--- src/rtl/ifd_map.svh ---
`ifndef IFD_MAP_SVH
`define IFD_MAP_SVH
// ==========================================
// First instruction word field positions
`define IFD_OPF_HI 15
`define IFD_OPF_LO 12
`define IFD_MODE_HI 11
`define IFD_MODE_LO 9
`define IFD_SIZE_HI 8
`define IFD_SIZE_LO 7
`define IFD_AREG_HI 6
`define IFD_AREG_LO 4
`define IFD_DREG_HI 3
`define IFD_DREG_LO 0
`define IFD_LSEL_HI 3
`define IFD_LSEL_LO 2
// ==========================================
// Instruction classes in the operation field
`define IFD_C_ARITH 4'h0
`define IFD_C_MOVE 4'h1
`define IFD_C_BRANCH 4'h2
`define IFD_C_JUMP 4'h3
`define IFD_C_BIT_SET 4'h4
`define IFD_C_BIT_CLEAR 4'h5
`define IFD_C_BIT_INVERT 4'h6
`define IFD_C_CARRY_STORE 4'h7
`define IFD_C_INV_CARRY_STORE 4'h8
`define IFD_C_BIT_TEST 4'h9
// ==========================================
// Operand sizes and extension lengths
`define IFD_SZ_BYTE 2'h0
`define IFD_SZ_WORD 2'h1
`define IFD_SZ_LONG 2'h2
`define IFD_BITSRC_REG 2'h1
`define IFD_EXT_8 2'h0
`define IFD_EXT_16 2'h1
`define IFD_EXT_32 2'h2
`define IFD_WORDS_SHORT 2'h1
`define IFD_WORDS_LONG 2'h2
`define IFD_STEP_BYTE 32'h00000001
`define IFD_STEP_WORD 32'h00000002
`define IFD_STEP_LONG 32'h00000004
// ==========================================
// Address constants
`define IFD_ABS8_TOP 16'hffff
`define IFD_MIND_TOP 16'h0000
`define IFD_WRONLY_READ 8'hff
`define IFD_PORT_DIR_ADDR 24'hfffe00
`endif

--- src/rtl/ifd_pkg.sv ---
package ifd_pkg;
   typedef enum logic [2:0] {
      IFD_M_REG = 3'h0,
      IFD_M_RIND = 3'h1,
      IFD_M_DISP = 3'h2,
      IFD_M_PINC = 3'h3,
      IFD_M_PDEC = 3'h4,
      IFD_M_ABS = 3'h5,
      IFD_M_IMM = 3'h6,
      IFD_M_PCREL = 3'h7
   } ifd_mode_e;
   typedef enum logic [2:0] {
      IFD_S_OP = 3'h0,
      IFD_S_EXT = 3'h1,
      IFD_S_CALC = 3'h2,
      IFD_S_IND = 3'h3,
      IFD_S_RD = 3'h4,
      IFD_S_WR = 3'h5
   } ifd_state_e;
   typedef logic [1:0] ifd_size_t;
endpackage : ifd_pkg

--- src/rtl/ifd_decode.sv ---
`timescale 1ns/1ps
`include "ifd_map.svh"
// Summary of operation
// (RULE1) Instructions parsed one 16-bit word at a time
// (RULE2) Top four bits belong to operation field
// (RULE3) Address selectors 3 bits, data 3/4
// (RULE4) Two op fields, two or no registers
// (RULE5) Extension of 8, 16 or 32 bits
// (RULE6) 24-bit values fetched as 32, top ignored
// (RULE7) Branch condition from its own field
// (RULE8) Bit ops read, modify, write same byte
// (RULE9) Write-only direction register reads all ones
// (RULE10) Bit-clear read counts as flag read
// (RULE11) Eight addressing modes supported
// (RULE12) Arithmetic: register direct or immediate only
// (RULE13) Transfers: all but PC-relative, memory indirect
// (RULE14) Bit ops: direct, indirect, short absolute
// (RULE15) Register direct selects half, word, longword
// (RULE16) Indirect address is register low 24
// (RULE17) Displacement added, low 24 bits used
// (RULE18) Post-increment after, pre-decrement before, by size
// (RULE19) Short absolute ones-extended, 16-bit sign-extended
// (RULE20) PC displacement sign-extended, added to next
// (RULE21) Word, long, branch addresses forced even
// (RULE22) Mode, selectors, remaining extension words shown
// (RULE23) Illegal mode flagged, no memory access
module ifd_decode #(
   parameter int ADDR_W = 24,
   parameter logic [23:0] PORT_DIR_ADDR = `IFD_PORT_DIR_ADDR
) (
   input wire logic mclk,
   input wire logic nrst,
   input wire logic fetch_valid,
   input wire logic [15:0] fetch_word,
   output logic fetch_ready,
   input wire logic [ADDR_W-1:0] next_pc,
   output logic [2:0] rf_asel,
   input wire logic [31:0] rf_adata,
   output logic [3:0] rf_dsel,
   input wire logic [7:0] rf_ddata,
   output logic rf_we,
   output logic [2:0] rf_wsel,
   output logic [31:0] rf_wdata,
   output logic mem_req,
   output logic mem_we,
   output logic mem_long,
   output logic mem_flag_read,
   output logic [ADDR_W-1:0] mem_addr,
   output logic [7:0] mem_wdata,
   input wire logic [31:0] mem_rdata,
   input wire logic mem_ack,
   input wire logic carry_in,
   output logic [3:0] operation_field,
   output ifd_pkg::ifd_mode_e mode,
   output ifd_pkg::ifd_size_t op_size,
   output logic [2:0] address_register,
   output logic [3:0] data_register,
   output logic [3:0] branch_condition_field,
   output logic [1:0] ext_remaining,
   output logic [31:0] imm_data,
   output logic [ADDR_W-1:0] ea_addr,
   output logic ea_valid,
   output logic undefined_op,
   output logic busy
);
   import ifd_pkg::*;

   // ==========================================
   // Parameter check
   // The address arithmetic is written for a 24-bit space only
   if (ADDR_W != 24) begin : g_bad_width
      $error("ifd_decode: ADDR_W must be 24");
   end

   // ==========================================
   // State
   ifd_state_e state_r, state_nxt;
   logic [15:0] w0_r;
   logic [31:0] ext_r;
   logic [1:0] cnt_r;
   logic [23:0] ea_r;
   logic [2:0] bitno_r;
   logic [7:0] mod_r;
   logic ea_valid_r, undef_r, rf_we_r;
   logic [31:0] rf_wdata_r;

   // ==========================================
   // Decode of the incoming first word
   wire [3:0] in_opf = fetch_word[`IFD_OPF_HI:`IFD_OPF_LO]; // RULE2
   wire [2:0] in_mode = fetch_word[`IFD_MODE_HI:`IFD_MODE_LO];
   wire [1:0] in_size = fetch_word[`IFD_SIZE_HI:`IFD_SIZE_LO];
   wire in_bit = (in_opf >= `IFD_C_BIT_SET) && (in_opf <= `IFD_C_BIT_TEST);
   wire in_cst = (in_opf == `IFD_C_CARRY_STORE) || (in_opf == `IFD_C_INV_CARRY_STORE);
   wire in_br = in_opf == `IFD_C_BRANCH;
   wire in_jmp = in_opf == `IFD_C_JUMP;
   wire i_rd = in_mode == IFD_M_REG;
   wire i_rind = in_mode == IFD_M_RIND;
   wire i_abs = in_mode == IFD_M_ABS;
   wire i_imm = in_mode == IFD_M_IMM;
   wire i_pcr = in_mode == IFD_M_PCREL;
   // Memory indirect shares the PC-relative code, told apart by class
   wire i_mind = i_pcr && in_jmp;
   // Branch length comes from size, bit and jump lengths are fixed
   wire [1:0] in_lsel = in_br ? in_size : in_bit ? `IFD_EXT_8 : in_jmp ?
                        (i_mind ? `IFD_EXT_8 : `IFD_EXT_32) : fetch_word[`IFD_LSEL_HI:`IFD_LSEL_LO];
   wire in_needs_ext = !(i_rd || i_rind || in_mode == IFD_M_PINC || in_mode == IFD_M_PDEC);
   wire [1:0] in_words = !in_needs_ext ? 2'h0 :
                         (in_lsel == `IFD_EXT_32) ? `IFD_WORDS_LONG : `IFD_WORDS_SHORT; // RULE5 RULE6
   // Mode permitted per class
   wire ok_arith = i_rd || i_imm; // RULE12
   wire ok_move = !i_pcr; // RULE13
   wire ok_bit = (i_rd || i_rind || (i_abs && in_lsel == `IFD_EXT_8)) &&
                 (in_size == `IFD_SZ_BYTE || (in_size == `IFD_BITSRC_REG && !in_cst)); // RULE14
   wire ok_br = i_pcr && in_lsel != `IFD_EXT_32; // RULE20
   wire ok_jmp = i_rind || i_abs || i_mind;
   wire ok_cls = (in_opf == `IFD_C_ARITH) ? ok_arith : (in_opf == `IFD_C_MOVE) ? ok_move :
                 in_bit ? ok_bit : in_br ? ok_br : in_jmp ? ok_jmp : 1'b0;
   wire ok_len = in_lsel != 2'h3 && !(in_mode == IFD_M_DISP && in_lsel == `IFD_EXT_8);
   wire in_legal = ok_cls && ok_len && (in_size != 2'h3); // RULE23

   // ==========================================
   // Latched word fields
   wire [3:0] opf = w0_r[`IFD_OPF_HI:`IFD_OPF_LO];
   wire [2:0] md = w0_r[`IFD_MODE_HI:`IFD_MODE_LO];
   wire is_bit = (opf >= `IFD_C_BIT_SET) && (opf <= `IFD_C_BIT_TEST);
   wire is_flow = (opf == `IFD_C_BRANCH) || (opf == `IFD_C_JUMP);
   wire is_mind = md == IFD_M_PCREL && opf == `IFD_C_JUMP;
   // Bit ops are byte wide, their size field picks the bit source
   wire [1:0] sz = is_bit ? `IFD_SZ_BYTE : w0_r[`IFD_SIZE_HI:`IFD_SIZE_LO];
   wire [1:0] lsel = (opf == `IFD_C_BRANCH) ? sz : is_bit ? `IFD_EXT_8 :
                     (opf == `IFD_C_JUMP) ? (is_mind ? `IFD_EXT_8 : `IFD_EXT_32) :
                     w0_r[`IFD_LSEL_HI:`IFD_LSEL_LO];
   wire bit_from_reg = w0_r[`IFD_SIZE_HI:`IFD_SIZE_LO] == `IFD_BITSRC_REG;

   // ==========================================
   // Effective address arithmetic
   wire [23:0] sx8 = {{16{ext_r[7]}}, ext_r[7:0]};
   wire [23:0] sx16 = {{8{ext_r[15]}}, ext_r[15:0]};
   wire [31:0] step = (sz == `IFD_SZ_LONG) ? `IFD_STEP_LONG :
                      (sz == `IFD_SZ_WORD) ? `IFD_STEP_WORD : `IFD_STEP_BYTE;
   wire [31:0] areg_inc = rf_adata + step; // RULE18
   wire [31:0] areg_dec = rf_adata - step; // RULE18
   wire [23:0] disp = (lsel == `IFD_EXT_16) ? sx16 : ext_r[23:0];
   wire [23:0] pc_disp = (lsel == `IFD_EXT_8) ? sx8 : sx16;
   logic [23:0] raw_ea;

   // Address by mode; top byte of a long extension is dropped
   always_comb begin
      unique case (md)
         IFD_M_REG, IFD_M_IMM: raw_ea = 24'h000000;
         IFD_M_RIND, IFD_M_PINC: raw_ea = rf_adata[23:0]; // RULE16
         IFD_M_DISP: raw_ea = rf_adata[23:0] + disp; // RULE17 RULE6
         IFD_M_PDEC: raw_ea = areg_dec[23:0];
         IFD_M_ABS: raw_ea = (lsel == `IFD_EXT_8) ? {`IFD_ABS8_TOP, ext_r[7:0]} :
                             (lsel == `IFD_EXT_16) ? sx16 : ext_r[23:0]; // RULE19
         IFD_M_PCREL: raw_ea = is_mind ? {`IFD_MIND_TOP, ext_r[7:0]} :
                               next_pc[23:0] + pc_disp; // RULE20
      endcase
   end

   // Word, long and flow targets may not be odd
   wire even_need = (sz != `IFD_SZ_BYTE) || is_flow;
   wire [23:0] calc_ea = {raw_ea[23:1], raw_ea[0] & ~even_need}; // RULE21
   wire [23:0] ind_tgt = {mem_rdata[23:1], 1'b0}; // RULE21
   wire bit_mem = is_bit && md != IFD_M_REG;
   wire do_wb = md == IFD_M_PINC || md == IFD_M_PDEC;

   // ==========================================
   // Bit modify
   // A write-only register reads as ones, so the write sets its other bits
   wire [7:0] rd_byte = (ea_r == PORT_DIR_ADDR) ? `IFD_WRONLY_READ : mem_rdata[7:0]; // RULE9
   wire [7:0] mod_byte;
   for (genvar i = 0; i < 8; i++) begin : g_mod
      logic nb;
      always_comb begin
         unique case (opf)
            `IFD_C_BIT_SET: nb = 1'b1;
            `IFD_C_BIT_CLEAR: nb = 1'b0;
            `IFD_C_BIT_INVERT: nb = ~rd_byte[i];
            `IFD_C_CARRY_STORE: nb = carry_in;
            `IFD_C_INV_CARRY_STORE: nb = ~carry_in;
            default: nb = rd_byte[i];
         endcase
      end
      assign mod_byte[i] = (bitno_r == 3'(i)) ? nb : rd_byte[i]; // RULE8
   end

   // ==========================================
   // Sequencer
   wire take = fetch_valid && fetch_ready;
   always_comb begin
      state_nxt = state_r;
      unique case (state_r)
         IFD_S_OP: if (take && in_legal) begin // RULE23
            state_nxt = (in_words != 2'h0) ? IFD_S_EXT : IFD_S_CALC;
         end
         IFD_S_EXT: if (take && cnt_r == 2'h1) begin
            state_nxt = IFD_S_CALC;
         end
         IFD_S_CALC: state_nxt = is_mind ? IFD_S_IND : bit_mem ? IFD_S_RD : IFD_S_OP;
         IFD_S_IND: if (mem_ack) begin
            state_nxt = IFD_S_OP;
         end
         IFD_S_RD: if (mem_ack) begin
            state_nxt = (opf == `IFD_C_BIT_TEST) ? IFD_S_OP : IFD_S_WR; // RULE8
         end
         IFD_S_WR: if (mem_ack) begin
            state_nxt = IFD_S_OP;
         end
         default: state_nxt = IFD_S_OP;
      endcase
   end

   // State and instruction word
   always_ff @(posedge mclk or negedge nrst) begin
      if (!nrst) begin
         state_r <= IFD_S_OP;
         w0_r <= 16'h0000;
      end else begin
         state_r <= state_nxt;
         if (take && state_r == IFD_S_OP) w0_r <= fetch_word; // RULE1
      end
   end

   // Extension words, one 16-bit word per transfer
   always_ff @(posedge mclk or negedge nrst) begin
      if (!nrst) begin
         ext_r <= 32'h00000000;
         cnt_r <= 2'h0;
      end else if (take && state_r == IFD_S_OP) begin
         ext_r <= 32'h00000000;
         cnt_r <= in_legal ? in_words : 2'h0; // RULE22
      end else if (take) begin
         ext_r <= {ext_r[15:0], fetch_word}; // RULE1 RULE5
         cnt_r <= cnt_r - 2'h1;
      end
   end

   // Address, bit number and modified byte
   always_ff @(posedge mclk or negedge nrst) begin
      if (!nrst) begin
         ea_r <= 24'h000000;
         bitno_r <= 3'h0;
         mod_r <= 8'h00;
      end else begin
         if (state_r == IFD_S_CALC) ea_r <= calc_ea;
         if (state_r == IFD_S_CALC) bitno_r <= bit_from_reg ? rf_ddata[2:0] : w0_r[2:0]; // RULE14
         if (state_r == IFD_S_IND && mem_ack) ea_r <= ind_tgt;
         if (state_r == IFD_S_RD && mem_ack) mod_r <= mod_byte;
      end
   end

   // Register write-back lands one cycle after the address is formed
   always_ff @(posedge mclk or negedge nrst) begin
      if (!nrst) begin
         rf_we_r <= 1'b0;
         rf_wdata_r <= 32'h00000000;
      end else begin
         rf_we_r <= state_r == IFD_S_CALC && do_wb;
         rf_wdata_r <= (md == IFD_M_PINC) ? areg_inc : areg_dec; // RULE18
      end
   end

   // Completion and undefined pulses
   always_ff @(posedge mclk or negedge nrst) begin
      if (!nrst) begin
         ea_valid_r <= 1'b0;
         undef_r <= 1'b0;
      end else begin
         ea_valid_r <= (state_r == IFD_S_CALC && !is_mind && !bit_mem) ||
                       (state_r != IFD_S_CALC && state_r != IFD_S_EXT && state_r != IFD_S_OP && state_nxt == IFD_S_OP);
         undef_r <= take && state_r == IFD_S_OP && !in_legal; // RULE23
      end
   end

   // ==========================================
   // Outputs
   assign fetch_ready = state_r == IFD_S_OP || state_r == IFD_S_EXT;
   assign busy = state_r != IFD_S_OP;
   assign rf_asel = w0_r[`IFD_AREG_HI:`IFD_AREG_LO]; // RULE3
   assign rf_dsel = w0_r[`IFD_DREG_HI:`IFD_DREG_LO]; // RULE3
   assign rf_we = rf_we_r;
   assign rf_wsel = w0_r[`IFD_AREG_HI:`IFD_AREG_LO];
   assign rf_wdata = rf_wdata_r;
   assign mem_req = state_r == IFD_S_IND || state_r == IFD_S_RD || state_r == IFD_S_WR;
   assign mem_we = state_r == IFD_S_WR; // RULE8
   assign mem_long = state_r == IFD_S_IND;
   assign mem_flag_read = state_r == IFD_S_RD && opf == `IFD_C_BIT_CLEAR; // RULE10
   assign mem_addr = ea_r;
   assign mem_wdata = mod_r;
   assign operation_field = opf; // RULE2 RULE4
   assign mode = ifd_mode_e'(md); // RULE11 RULE22
   assign op_size = sz; // RULE15
   assign address_register = w0_r[`IFD_AREG_HI:`IFD_AREG_LO]; // RULE22
   assign data_register = w0_r[`IFD_DREG_HI:`IFD_DREG_LO]; // RULE15
   assign branch_condition_field = w0_r[`IFD_DREG_HI:`IFD_DREG_LO]; // RULE7
   assign ext_remaining = cnt_r; // RULE22
   assign imm_data = ext_r;
   assign ea_addr = ea_r;
   assign ea_valid = ea_valid_r;
   assign undefined_op = undef_r;
endmodule : ifd_decode

--- config.mk ---
export PLATFORM = sky130hd
export DESIGN_NAME = ifd_decode
export DESIGN_NICKNAME = d
export VERILOG_FILES = /design/src/rtl/ifd_pkg.sv /design/src/rtl/ifd_decode.sv
export VERILOG_INCLUDE_DIRS = /design/src /design/src/rtl
export SDC_FILE = /design/constraint.sdc
export NUM_CORES = 1
export LEC_CHECK = 0
export BUFFER_PORTS_ARGS = -buffer_cell sky130_fd_sc_hd__buf_4
export CAP_MARGIN = 20
export CORE_MARGIN = 4
export CORE_UTILIZATION = 55
export DETAILED_ROUTE_END_ITERATION = 12
export GPL_ROUTABILITY_DRIVEN = 1
export HOLD_SLACK_MARGIN = 0.15
export PLACE_DENSITY = 0.88
export SLEW_MARGIN = 10
export SYNTH_ARGS = -nofsm -noshare
export SYNTH_HDL_FRONTEND = slang
export SYNTH_SLANG_ARGS = --single-unit
--- constraint.sdc ---
create_clock -name mclk -period 4.7 [get_ports mclk]
set_clock_uncertainty 0.05 [all_clocks]
set_input_delay 0.94 -clock mclk [delete_from_list [all_inputs] [get_ports mclk]]
set_output_delay 0.94 -clock mclk [all_outputs]
set_load 0.03 [all_outputs]
# --- After elaboration in Yosys (flattened, before gate mapping) ---
# Index checks and enable logic that the tools add are counted.
word_totals:
  regBits: 123
  latchBits: 0
  ram_bits: 0
  mem_bits_ro: 0
  in_bits: 117
  word_cells: 208
  mem_count: 0
op_classes:
  add_sub_neg: 5
  n_mul: 0
  div_mod_pow: 0
  n_lt_le_gt_ge: 4
  eq_ne: 52
  n_shift: 0
  n_mux: 58
  bitwise_logic: 11
  reduce_logical: 67
ops:
  columns: ["operator", "count"]
  rows:
  - ["24-bit 2-to-1 mux", 6]
  - ["24-bit case mux with 6 select lines", 1]
  - ["32-bit 2-to-1 mux", 3]
  - ["24-bit adder", 2]
  - ["3-bit == test (second input constant)", 14]
  - ["1-bit case mux with 5 select lines", 8]
  - ["32-bit by 3-bit adder with 32-bit output", 1]
  - ["2-bit 2-to-1 mux", 16]
  - ["32-bit by 3-bit subtractor with 32-bit output", 1]
  - ["1-bit logical AND", 27]
  - ["3-bit 2-to-1 mux", 9]
  - ["24-bit == test (second input constant)", 1]
  - ["3-bit by 2-bit == test with 1-bit output (second input constant)", 8]
  - ["4-bit by 3-bit == test with 1-bit output (second input constant)", 5]
  - ["4-bit by 2-bit == test with 1-bit output (second input constant)", 4]
  - ["1-bit logical OR", 16]
  - ["3-bit logical NOT", 5]
  - ["3-bit case mux with 5 select lines", 1]
  - ["1-bit 2-to-1 mux", 13]
  - ["3-bit by 1-bit == test with 1-bit output (second input constant)", 4]
  - ["4-bit == test (second input constant)", 3]
  - ["2-bit by 1-bit == test with 1-bit output (second input constant)", 5]
  - ["1-bit NOT", 10]
  - ["4-bit by 3-bit >= comparator with 1-bit output (second input constant)", 2]
  - ["15 further kinds", 32]

# --- Depth between registers and ports, before layout ---
# Gate-level depths: netlist (run 1).
depth:
  ltp_word: 21
  mapped_depth: 17
  ltp_nobuf: 16

# --- Worst setup path before layout (run 1) ---
# No wires, ideal clock.
synth_path:
  path_kind: "register to register"
  startpoint: "register w0_r[13]"
  endpoint: "register ea_r[14], in the netlist ea_addr[14]"
  setup_ns: 0.131
  arrival_ns: 3.951
  slack_ns: 0.568
  path_stages_with_launch: 18
  path_cell_list: "dfrtp_1 -> buf_2 -> nor3b_1 -> nor2_1 -> nand2_1 -> ha_1 -> inv_1 -> ha_1 -> inv_1 -> fa_1 -> a211o_1 -> or3_4 -> or4_4 -> nor3_1 -> xnor2_1 -> o22ai_1 -> a211oi_1 -> o21ai_0"
synth_between:
  elab_chain_cells: 13
  word_cells_on_any_way: 24
synth_rtl:
  columns: ["item", "line_no", "rtl"]
  rows:
  - ["start, declared", "ifd_decode.sv:78", "logic [15:0] w0_r;"]
  - ["start signal, assigned", "ifd_decode.sv:221", "if (take && state_r == IFD_S_OP) w0_r <= fetch_word;"]
  - ["4-bit by 2-bit == test with 1-bit output (no source line)", null, null]
  - ["1-bit logical AND (no source line)", null, null]
  - ["2-bit 2-to-1 mux (no source line)", null, null]
  - ["2-bit 2-to-1 mux", "ifd_decode.sv:131", "(opf == `IFD_C_JUMP) ? (is_mind ? `IFD_EXT_8 : `IFD_EXT_32) :"]
  - ["2-bit 2-to-1 mux (2 in series)", "ifd_decode.sv:130", "wire [1:0] lsel = (opf == `IFD_C_BRANCH) ? sz : is_bit ? `IFD_EXT_8 :"]
  - ["2-bit logical NOT (no source line)", null, null]
  - ["24-bit 2-to-1 mux", "ifd_decode.sv:144", "wire [23:0] pc_disp = (lsel == `IFD_EXT_8) ? sx8 : sx16;"]
  - ["24-bit adder", "ifd_decode.sv:157", "next_pc[23:0] + pc_disp;"]
  - ["24-bit 2-to-1 mux", "ifd_decode.sv:156", "IFD_M_PCREL: raw_ea = is_mind ? {`IFD_MIND_TOP, ext_r[7:0]} :"]
  - ["24-bit case mux with 6 select lines (*)", "ifd_decode.sv:149", "unique case (md)"]
  - ["24-bit 2-to-1 mux (*)", "ifd_decode.sv:246", "if (state_r == IFD_S_CALC) ea_r <= calc_ea;"]
  - ["24-bit 2-to-1 mux (*)", "ifd_decode.sv:248", "if (state_r == IFD_S_IND && mem_ack) ea_r <= ind_tgt;"]
  - ["end signal, assigned", "ifd_decode.sv:246", null]
  - ["end signal, assigned", "ifd_decode.sv:248", null]
  - ["end, declared", "ifd_decode.sv:81", "logic [23:0] ea_r;"]
# Every way passes the cells marked *; elsewhere a longest branch is shown, timed or not. The select of a mux whose other input is x is not followed.
# A chain may end at the register's enable or synchronous reset.

# --- Worst setup path in the final report (run 1) ---
layout_path:
  startpoint: "register w0_r[14]"
  endpoint: "register ea_r[14], in the netlist ea_addr[14]"
# Same word-level chain as after synthesis.

==> results.cfg, run 1 <==
[detailed_routing]
drt-initial-drc-count = 1337
drt-pass1-iter-count = 7
wl_per_cell_um = 21.4
avgViaCountPerCell = 6.35
ant_nets = 0
drt-total-wl_mm = 39.6
vias = 11700
drc_errors = 0

[worst_setup_path]
path_depth = 16
path_class = reg -> reg
crit_buf_inv = 2
cp_cell_sequence = nor2b_2, nor2_1, nand2_1, ha_1, inv_1, ha_1, inv_1, fa_1, a211o_1, or3_4, or4_4, nor3_1, xnor2_1, o22ai_1, a211oi_1, o21ai_0
crit_fanout = 9
rrSetupSlack_ps = 230
endpoint_kind = register
cp-endpoint = ea_addr[14]
r2r-start = w0_r[14]
start_kind = register
slowest_stage = or4_4
startpoint = w0_r[14]
rr_endpoint = ea_addr[14]
arrival_ps = 4710
reg2reg_depth = 16
critPathMaxStageDelay_ps = 530
worstPathRequired_ps = 4940
critical_path.top_delay_family = simple AND/OR/NAND/NOR gates

[run]
maxCapViolCount = 0

[cts]
clkTransAtPathRegs_ps = 60
htreeDepth = 4
clock-sinks = 123
cts_tree = done
post_cts_buffers = 0
cts.repair.resized = 0
clockRootBuffer = clkbuf_16
cts_buffers = 17
clock_latency_ps = 430
cts_hold_buf = 0
cts_buffer_depth = 2

[synthesis]
yosysWarnings = 0
netlist_instances = 1378
avgSynthCellArea_sq_um = 7.79
synth_seq_cells = 123
synthArstFlopShare_pct = 100
synth_edf_count = 0
synth_ff_type = dfrtp_1
netlist_area_sq_um = 10700
synth_fp_nets = 1555
synthDistinctLibCells = 87
ys_seq_area_share_pct = 28.7

[timing]
drv_slew = 0
rsz0062_at_grt = no
relSlewSlack_pct = 25.8
setup_viol = 0
post-route-period-util_pct = 95.1
fmax_ghz = 0.224
worst_pin_slew_ps = 1110
setup_tns_ps = 0
final.min_clock_period_ps = 4470
final-hold-violation-count = 0

[die]
ios = 278
initial_utilization_pct = 56.6
die_h_um = 148
die-area_sq_um = 21800
core_area_sq_um = 19000
num_rows = 50
die_x_um = 148

[global_route]
grt_pass1_vias = 11000
grt_pass1_wl_mm = 61.1
grtUsageTotal_pct = 35.1
antenna_found_initial = 0
grt_overflow_total = 0
grt_start_max_net_pins = 70

[pwr]
sequentialPowerShare_pct = 20.4
p_sw_mw = 4.45
p_clk_share_pct = 17.3
pwr-share-comb_pct = 62.3
power_density_nw_per_um2 = 658
p_leak_nw = 6.19
power_switching_share_pct = 50.6
p_int_mw = 4.34
ir_drop_uv = 444

[cells_and_area]
fillers = 1510
syn_to_final_growth_pct = 24.5
nets = 1750
final_area_sq_um = 13400
final_cells = 1846
drive_above_1_share_pct = 23.3
diodes = 0

[min_path]
hp-class = reg -> reg

[placed_design]
place_area_sq_um = 12700
portBuffers = 264
placed_cells = 1812
place_congestion = 1.01
dp_hpwl_mm = 30.3

[status]
outcome = complete, no violations
-- flip-flops by register name (all words and copies together) (netlist names) --
register and flops:
rf_wdata 32, bitno_r 3, imm_data 32, state_r 3, ea_valid 1, ea_addr 24, rf_we 1, mem_wdata 8
w0_r 16, ext_remaining 2, undefined_op 1
-- worst min-delay path by stage --
| stage | start | to | depth (start not counted) |
|---|---|---|---|
| 2_1_floorplan | w0_r[4] | w0_r[4] | 2 |
| 3_3_place_gp | imm_data[24] | imm_data[24] | 2 |
| 3_5_place_dp | mem_wdata[6] | mem_wdata[6] | 1 |
| 4_1_cts | mem_wdata[6] | mem_wdata[6] | 1 |
| 5_1_grt | mem_wdata[1] | mem_wdata[1] | 1 |
| 6_report | mem_wdata[1] | mem_wdata[1] | 1 |
-- power groups by stage --
stage,Sequential [mW],Combinational (mW),Clock [mW]
2_1_floorplan,2.08,3.33,0
3_3_place_gp,1.78,5.23,0
3_5_place_dp,1.79,5.31,0
4_1_cts,1.78,5.36,1.52
5_1_grt,1.84,5.83,1.57
6_report,1.80,5.47,1.52
-- cells by family after synthesis --
family,count (synthesis),share of synthesized area (%)
AND/OR/NAND/NOR,542,24.5
adder cells (fa/ha/maj),60,7.28
AO/OA/AOI/OAI,394,23.9
buffers and inverters,166,7.76
multiplexers,22,2.09
flip-flops,123,28.7
XOR/XNOR,71,5.80
-- cells in the final DEF, fill, tap and decap left out, types with 20 or more instances in the layout --
| cell | instances |
|---|---|
| buf_4 | 301 |
| nand2_1 | 214 |
| dfrtp_1 | 123 |
| o21ai_0 | 113 |
| nor2_1 | 103 |
| a21oi_1 | 81 |
| ha_1 | 56 |
| xnor2_1 | 52 |
| nor3_1 | 40 |
| inv_1 | 38 |
| nand3_1 | 27 |
| a31oi_1 | 24 |
| nand2b_1 | 20 |
| a21o_1 | 20 |
-- cell usage after synthesis, drive strengths merged, types with 24 or more instances --
cell type	count	area, sq um
a21oi	81	405
a31oi	24	150
buf	64	448
clkbuf	63	238
dfrtp	123	3080
ha	56	701
inv	38	143
nand2	215	807
nand3	27	135
nor2	103	387
nor3	44	236
o21ai	113	566
xnor2	52	455
-- layer usage --
layer	part of all wire, %	global-route usage, %
met1	40	47.9
met2	46	56.1
met3	11	7.94
met4	3.1	10.5
met5	0	0
-- layout make-up --
| cell class | count | area [sq um] | share of cell area (%) |
|---|---|---|---|
| Multi-Input combinational cell | 1089 | 6840 | 51.2 |
| Sequential cell | 123 | 3080 | 23.0 |
| Timing Repair Buffer | 303 | 2300 | 17.2 |
| Clock buffer | 20 | 457 | 3.42 |
| Tap cell | 260 | 325 | 2.44 |
| Clock inverter | 12 | 210 | 1.57 |
| Inverter | 39 | 146 | 1.10 |
-- through the flow --
| step | setup WS [ps] | power (mW) | util (%) | hold slack (ps) |
|---|---|---|---|---|
| floorplan | 568 | 5.41 | - | 443 |
| global placement | 303 | 7.01 | 66.7 | 413 |
| detailed placement | 260 | 7.10 | 66.7 | 421 |
| CTS | 192 | 8.65 | 70.3 | 434 |
| global route | 23.5 | 9.24 | 70.5 | 461 |
| finish | 230 | 8.78 | 70.5 | 434 |
No activity file was read; power rests on OpenSTA's default activity.
==> run 2: changes to the inputs <==
--- a/config.mk
+++ b/config.mk
@@ -8,12 +8,11 @@
 export LEC_CHECK = 0
 export BUFFER_PORTS_ARGS = -buffer_cell sky130_fd_sc_hd__buf_4
 export CAP_MARGIN = 20
-export CORE_MARGIN = 4
-export CORE_UTILIZATION = 55
+export CORE_UTILIZATION = 45
 export DETAILED_ROUTE_END_ITERATION = 12
 export GPL_ROUTABILITY_DRIVEN = 1
 export HOLD_SLACK_MARGIN = 0.15
-export PLACE_DENSITY = 0.88
+export PLACE_DENSITY = 0.75
 export SLEW_MARGIN = 10
 export SYNTH_ARGS = -nofsm -noshare
 export SYNTH_HDL_FRONTEND = slang
==> constraint.sdc (replaced) <==
create_clock -name mclk -period 4.35 [get_ports mclk]
set_clock_uncertainty 0.05 [all_clocks]
set_input_delay 0.87 -clock mclk [delete_from_list [all_inputs] [get_ports mclk]]
set_output_delay 0.87 -clock mclk [all_outputs]
set_load 0.03 [all_outputs]
==> run 2 against run 1 <==
Compared with the run above:
- non-clock buffer count increased by 17
- critical path depth unchanged
- worst setup slack got worse by 110 ps
- first-iteration DRC count shrank 28%
- utilization fell by 13 points
- power grew 6.8%
- largest cell class unchanged
==> results.cfg, run 2 (synthesized netlist as in run 1, its figures left out) <==
[status]
outcome = complete, no violations

[pwr]
p_int_mw = 4.53
p_clk_share_pct = 15.1
p_leak_nw = 6.24
p_total_mw = 9.38
pwr-share-comb_pct = 64.7
power_switching_share_pct = 51.7
power_density_nw_per_um2 = 696
p_sw_mw = 4.85
ir_drop_uv = 453
sequentialPowerShare_pct = 20.3

[timing]
worst_pin_slew_ps = 791
drv_slew = 0
final.min_clock_period_ps = 4230
relSlewSlack_pct = 46.6
rsz0062_at_grt = no
fmax_ghz = 0.236
post-route-period-util_pct = 97.3
final-hold-violation-count = 0
setup_tns_ps = 0
fin_ws_ps = 119
setup_viol = 0

[detailed_routing]
drt-pass1-iter-count = 7
wl_per_cell_um = 20.5
drt-initial-drc-count = 961
drc_errors = 0
avgViaCountPerCell = 5.98
ant_nets = 0
vias = 11500
drt-total-wl_mm = 39.3

[placed_design]
place_congestion = 1.01
place_ws_ps = 133
portBuffers = 264
place_area_sq_um = 12900
dp_hpwl_mm = 30.5

[die]
ios = 278
die_x_um = 156
num_rows = 56
core_area_sq_um = 23400
die-area_sq_um = 24500
initial_utilization_pct = 45.8
die_h_um = 156

[worst_setup_path]
rrSetupSlack_ps = 120
crit_fanout = 11
r2r-start = w0_r[14]
arrival_ps = 4500
endpoint_kind = register
worstPathRequired_ps = 4620
rr_endpoint = ea_addr[20]
start_kind = register
reg2reg_depth = 16
path_class = reg -> reg

[global_route]
grtUsageTotal_pct = 32.3
antenna_found_initial = 1
grt_pass1_wl_mm = 60.4
grt_pass1_vias = 10900
grt_overflow_total = 0
grt_start_max_net_pins = 69

[cts]
cts_buffer_depth = 2
clock-sinks = 123
cts_hold_buf = 0
cts_buffers = 17
htreeDepth = 4
clkTransAtPathRegs_ps = 70
clockRootBuffer = clkbuf_16
post_cts_buffers = 0
cts_tree = done
clock_latency_ps = 430
cts.repair.resized = 0

[cells_and_area]
diodes = 0
syn_to_final_growth_pct = 25.8
nets = 1767
drive_above_1_share_pct = 24.6
layout_commonest_cell = buf_4
seqCellArea_sq_um = 3080
final_area_sq_um = 13500
multiInputGateArea_sq_um = 6880
most-common-layout-cells = 319 x buf_4, 211 x nand2_1, 123 x dfrtp_1
fillers = 2216

[run]
maxCapViolCount = 0

[min_path]
hp-class = in -> async
==> run 2: cell count changes in the layout (fill, tap and decap cells not counted), moves of 2 or more <==
cell / previous run / this run
nand2_2: 1 / 4
buf_4: 301 / 319
inv_6: 2 / 7
clkinv_4: 4 / 2
nand2_1: 214 / 211
a221oi_2: 0 / 2
a221oi_1: 15 / 13
bufinv_16: 5 / 1
==> run 2: per-layer routing <==
metal / global-route usage (%) / part of all wire, % / vias up
li1: - / - / 5362
met1: 43.3 / 42 / 5380
met2: 50.2 / 45 / 659
met3: 6.45 / 9.2 / 101
met4: 14.6 / 4.0 / 0
met5: 0 / 0 / -
==> run 2: worst max path at each step <==
stage              from           to  slack (ps)  cells past startpoint
6_report       w0_r[14]  ea_addr[20]         120                     16
5_1_grt        w0_r[15]  ea_addr[23]           5                     14
4_1_cts        w0_r[14]  ea_addr[20]          90                     15
3_5_place_dp   w0_r[14]  ea_addr[20]         130                     15
3_3_place_gp   w0_r[14]  ea_addr[20]         170                     15
2_1_floorplan  w0_r[13]  ea_addr[14]         220                     17
==> run 2: worst max-delay path, stage by stage, from the launching register on <==
cell,delay (ps)
dfrtp_1,420
or3b_2,550
a211oi_2,270
buf_4,160
and2_1,160
buf_4,220
nand2_1,70
nand2_1,60
ha_1,230
nand2_1,150
or3b_2,480
a31o_2,270
nand3_1,100
a221o_1,290
mux2i_1,290
o211ai_1,130
a21o_1,200
==> run 2: layout make-up <==
| class | instances | share of cell area [%] |
|---|---|---|
| multi-input combinational | 1089 | 51.0 |
| sequential | 123 | 22.8 |
| timing repair buffer | 320 | 17.9 |
| clock buffer | 19 | 3.28 |
| tap | 319 | 2.96 |
| inverter | 39 | 1.09 |
| clock inverter | 13 | 0.955 |
==> run 2: power groups by stage <==
stage	registers, mW	logic, mW	clock network [mW]
after floorplan	2.25	3.60	0
after global placement	1.90	5.82	0
after detailed placement	1.91	5.90	0
after CTS	1.89	5.94	1.43
after global routing	1.95	6.50	1.48
final	1.90	6.07	1.41
==> run 2: per-stage QoR <==
step / hold slack [ps] / utilization, % / instances
2_1_floorplan: 443 / - / 1378
3_3_place_gp: 414 / 55.0 / 1890
3_5_place_dp: 419 / 55.0 / 1890
4_1_cts: 438 / 57.4 / 1922
5_1_grt: 451 / 57.7 / 1922
6_report: 430 / 57.7 / 1922
==> run 3: changes to the inputs <==
--- a/config.mk
+++ b/config.mk
@@ -7,7 +7,7 @@
 export NUM_CORES = 1
 export LEC_CHECK = 0
 export BUFFER_PORTS_ARGS = -buffer_cell sky130_fd_sc_hd__buf_4
-export CAP_MARGIN = 20
+export CORE_ASPECT_RATIO = 1.4
 export CORE_UTILIZATION = 45
 export DETAILED_ROUTE_END_ITERATION = 12
 export GPL_ROUTABILITY_DRIVEN = 1
==> run 3 against run 2 <==
Compared with the run above:
- wire length up 2.3%
- final cell count about the same
- clock-buffer cell count up 2
- utilization up 0.55 points
- first-iteration DRC count down 2.1%
- power up 0.63%
- final area up 0.45%
- die area about the same
- global-route usage up 0.69 points
==> results.cfg, run 3 (synthesized netlist as in run 1, its figures left out) <==
[cts]
cts_buffer_depth = 2
cts_tree = done
clock_latency_ps = 440
cts_buffers = 17
cts_hold_buf = 0
clkTransAtPathRegs_ps = 60
clockRootBuffer = clkbuf_16
htreeDepth = 4
clock-sinks = 123

[global_route]
grt_pass1_wl_mm = 61.2
grtUsageTotal_pct = 33.0
grt_start_max_net_pins = 69
antenna_found_initial = 0
grt_overflow_total = 0
grt_pass1_vias = 11100

[cells_and_area]
layout_commonest_cell = buf_4
seqCellArea_sq_um = 3080
final_area_sq_um = 13600
fillers = 2212
fin_util_pct = 58.2
nets = 1779
multiInputGateArea_sq_um = 6860
diodes = 0
drive_above_1_share_pct = 24.8
final_cells = 1921
syn_to_final_growth_pct = 26.3
most-common-layout-cells = 332 x buf_4, 214 x nand2_1, 122 x dfrtp_1

[placed_design]
dp_hpwl_mm = 31.2
place_congestion = 1.00
place_area_sq_um = 12900
portBuffers = 264
placed_cells = 1887

[pwr]
p_leak_nw = 6.28
p_total_mw = 9.44
power_density_nw_per_um2 = 697
ir_drop_uv = 526

[detailed_routing]
drt-initial-drc-count = 941
drt-pass1-iter-count = 6
drt-total-wl_mm = 40.2
drc_errors = 0
avgViaCountPerCell = 6.04
ant_nets = 0
wl_per_cell_um = 20.9
vias = 11600

[worst_setup_path]
critPathMaxStageDelay_ps = 490
arrival_ps = 4490
endpoint_kind = register
start_kind = register
cp_cell_sequence = or3b_2, a211oi_1, buf_4, nand2_1, nand2_1, nand2_1, ha_1, nand2_1, or3b_2, a31o_2, nand3_1, a221o_1, mux2i_1, o211ai_1, a21o_1
cpMostUsedCell = nand2_1
worstPathRequired_ps = 4630
slowest_stage = or3b_2
rrSetupSlack_ps = 140
crit_fanout = 9
r2r-start = w0_r[14]
path_class = reg -> reg
rr_endpoint = ea_addr[20]
reg2reg_depth = 15

[die]
ios = 278
num_rows = 66
die_h_um = 185
core_area_sq_um = 23300
die_x_um = 132
initial_utilization_pct = 46.1
die-area_sq_um = 24500

[timing]
fin_hold_ws_ps = 425
final-hold-violation-count = 0
post-route-period-util_pct = 96.8
drv_slew = 0
setup_viol = 0
relSlewSlack_pct = 44.3
final.min_clock_period_ps = 4210
worst_pin_slew_ps = 827
rsz0062_at_grt = yes
fmax_ghz = 0.238

[min_path]
min_to = mem_wdata[1]
holdPathStages = 1
worstHoldStart = mem_wdata[1]
hp-class = reg -> reg

[run]
maxCapViolCount = 0

[status]
outcome = complete, no violations
run 3: worst max-delay path, delay by kind of cell, from the launching register on:
kind,cells,cell delay (ps)
adders and majority gates,1,360
AOI/OAI and AO/OA,5,1160
DFF,1,460
buffers and inverters,1,170
and+or+nand+nor,7,1670
muxes,1,250
run 3: worst max-delay path by stage:
stage	slack (ps)	cells after the start	from	endpoint
floorplan	220	17	w0_r[13]	ea_addr[14]
global placement	160	16	w0_r[14]	ea_addr[21]
detailed placement	110	16	w0_r[14]	ea_addr[21]
CTS	80	16	w0_r[14]	ea_addr[21]
global route	-20	16	w0_r[14]	ea_addr[23]
finish	140	15	w0_r[14]	ea_addr[20]
run 3: through the flow:
stage | TNS [ps] | setup slack, ps
6_report | 0 | 140
5_1_grt | -24.5 | -15.7
4_1_cts | 0 | 80.4
3_5_place_dp | 0 | 110
3_3_place_gp | 0 | 158
2_1_floorplan | 0 | 218
run 3: area by class of cell:
type	instances	area share (%)
clock buffer	21	3.32
timing repair buffer	332	18.4
tap	306	2.82
inverter	39	1.08
sequential	123	22.7
clock inverter	11	1.07
multi-input combinational	1089	50.6
run 3: routing by layer:
metal / global-route usage [%] / wire length (um) / up-vias
li1: - / - / 5394
met1: 36.2 / 14700 / 5497
met2: 58.4 / 20100 / 583
met3: 6.71 / 2980 / 131
met4: 20.5 / 2470 / 0
met5: 0 / 0 / -
run 3: where the power goes:
| group | leakage (nW) | internal, mW | switching (mW) | total (mW) |
|---|---|---|---|---|
| registers | 1.55 | 1.48 | 0.458 | 1.94 |
| logic | 4.45 | 2.27 | 3.79 | 6.06 |
| clock network | 0.283 | 0.912 | 0.531 | 1.44 |
| total | 6.28 | 4.66 | 4.78 | 9.44 |
run 3: timing repair:
| item | CTS | global route |
|---|---|---|
| setup endpoints to repair | 0 | 10 |
| resized for setup | 0 | 8 |
| setup buffers | 0 | 2 |
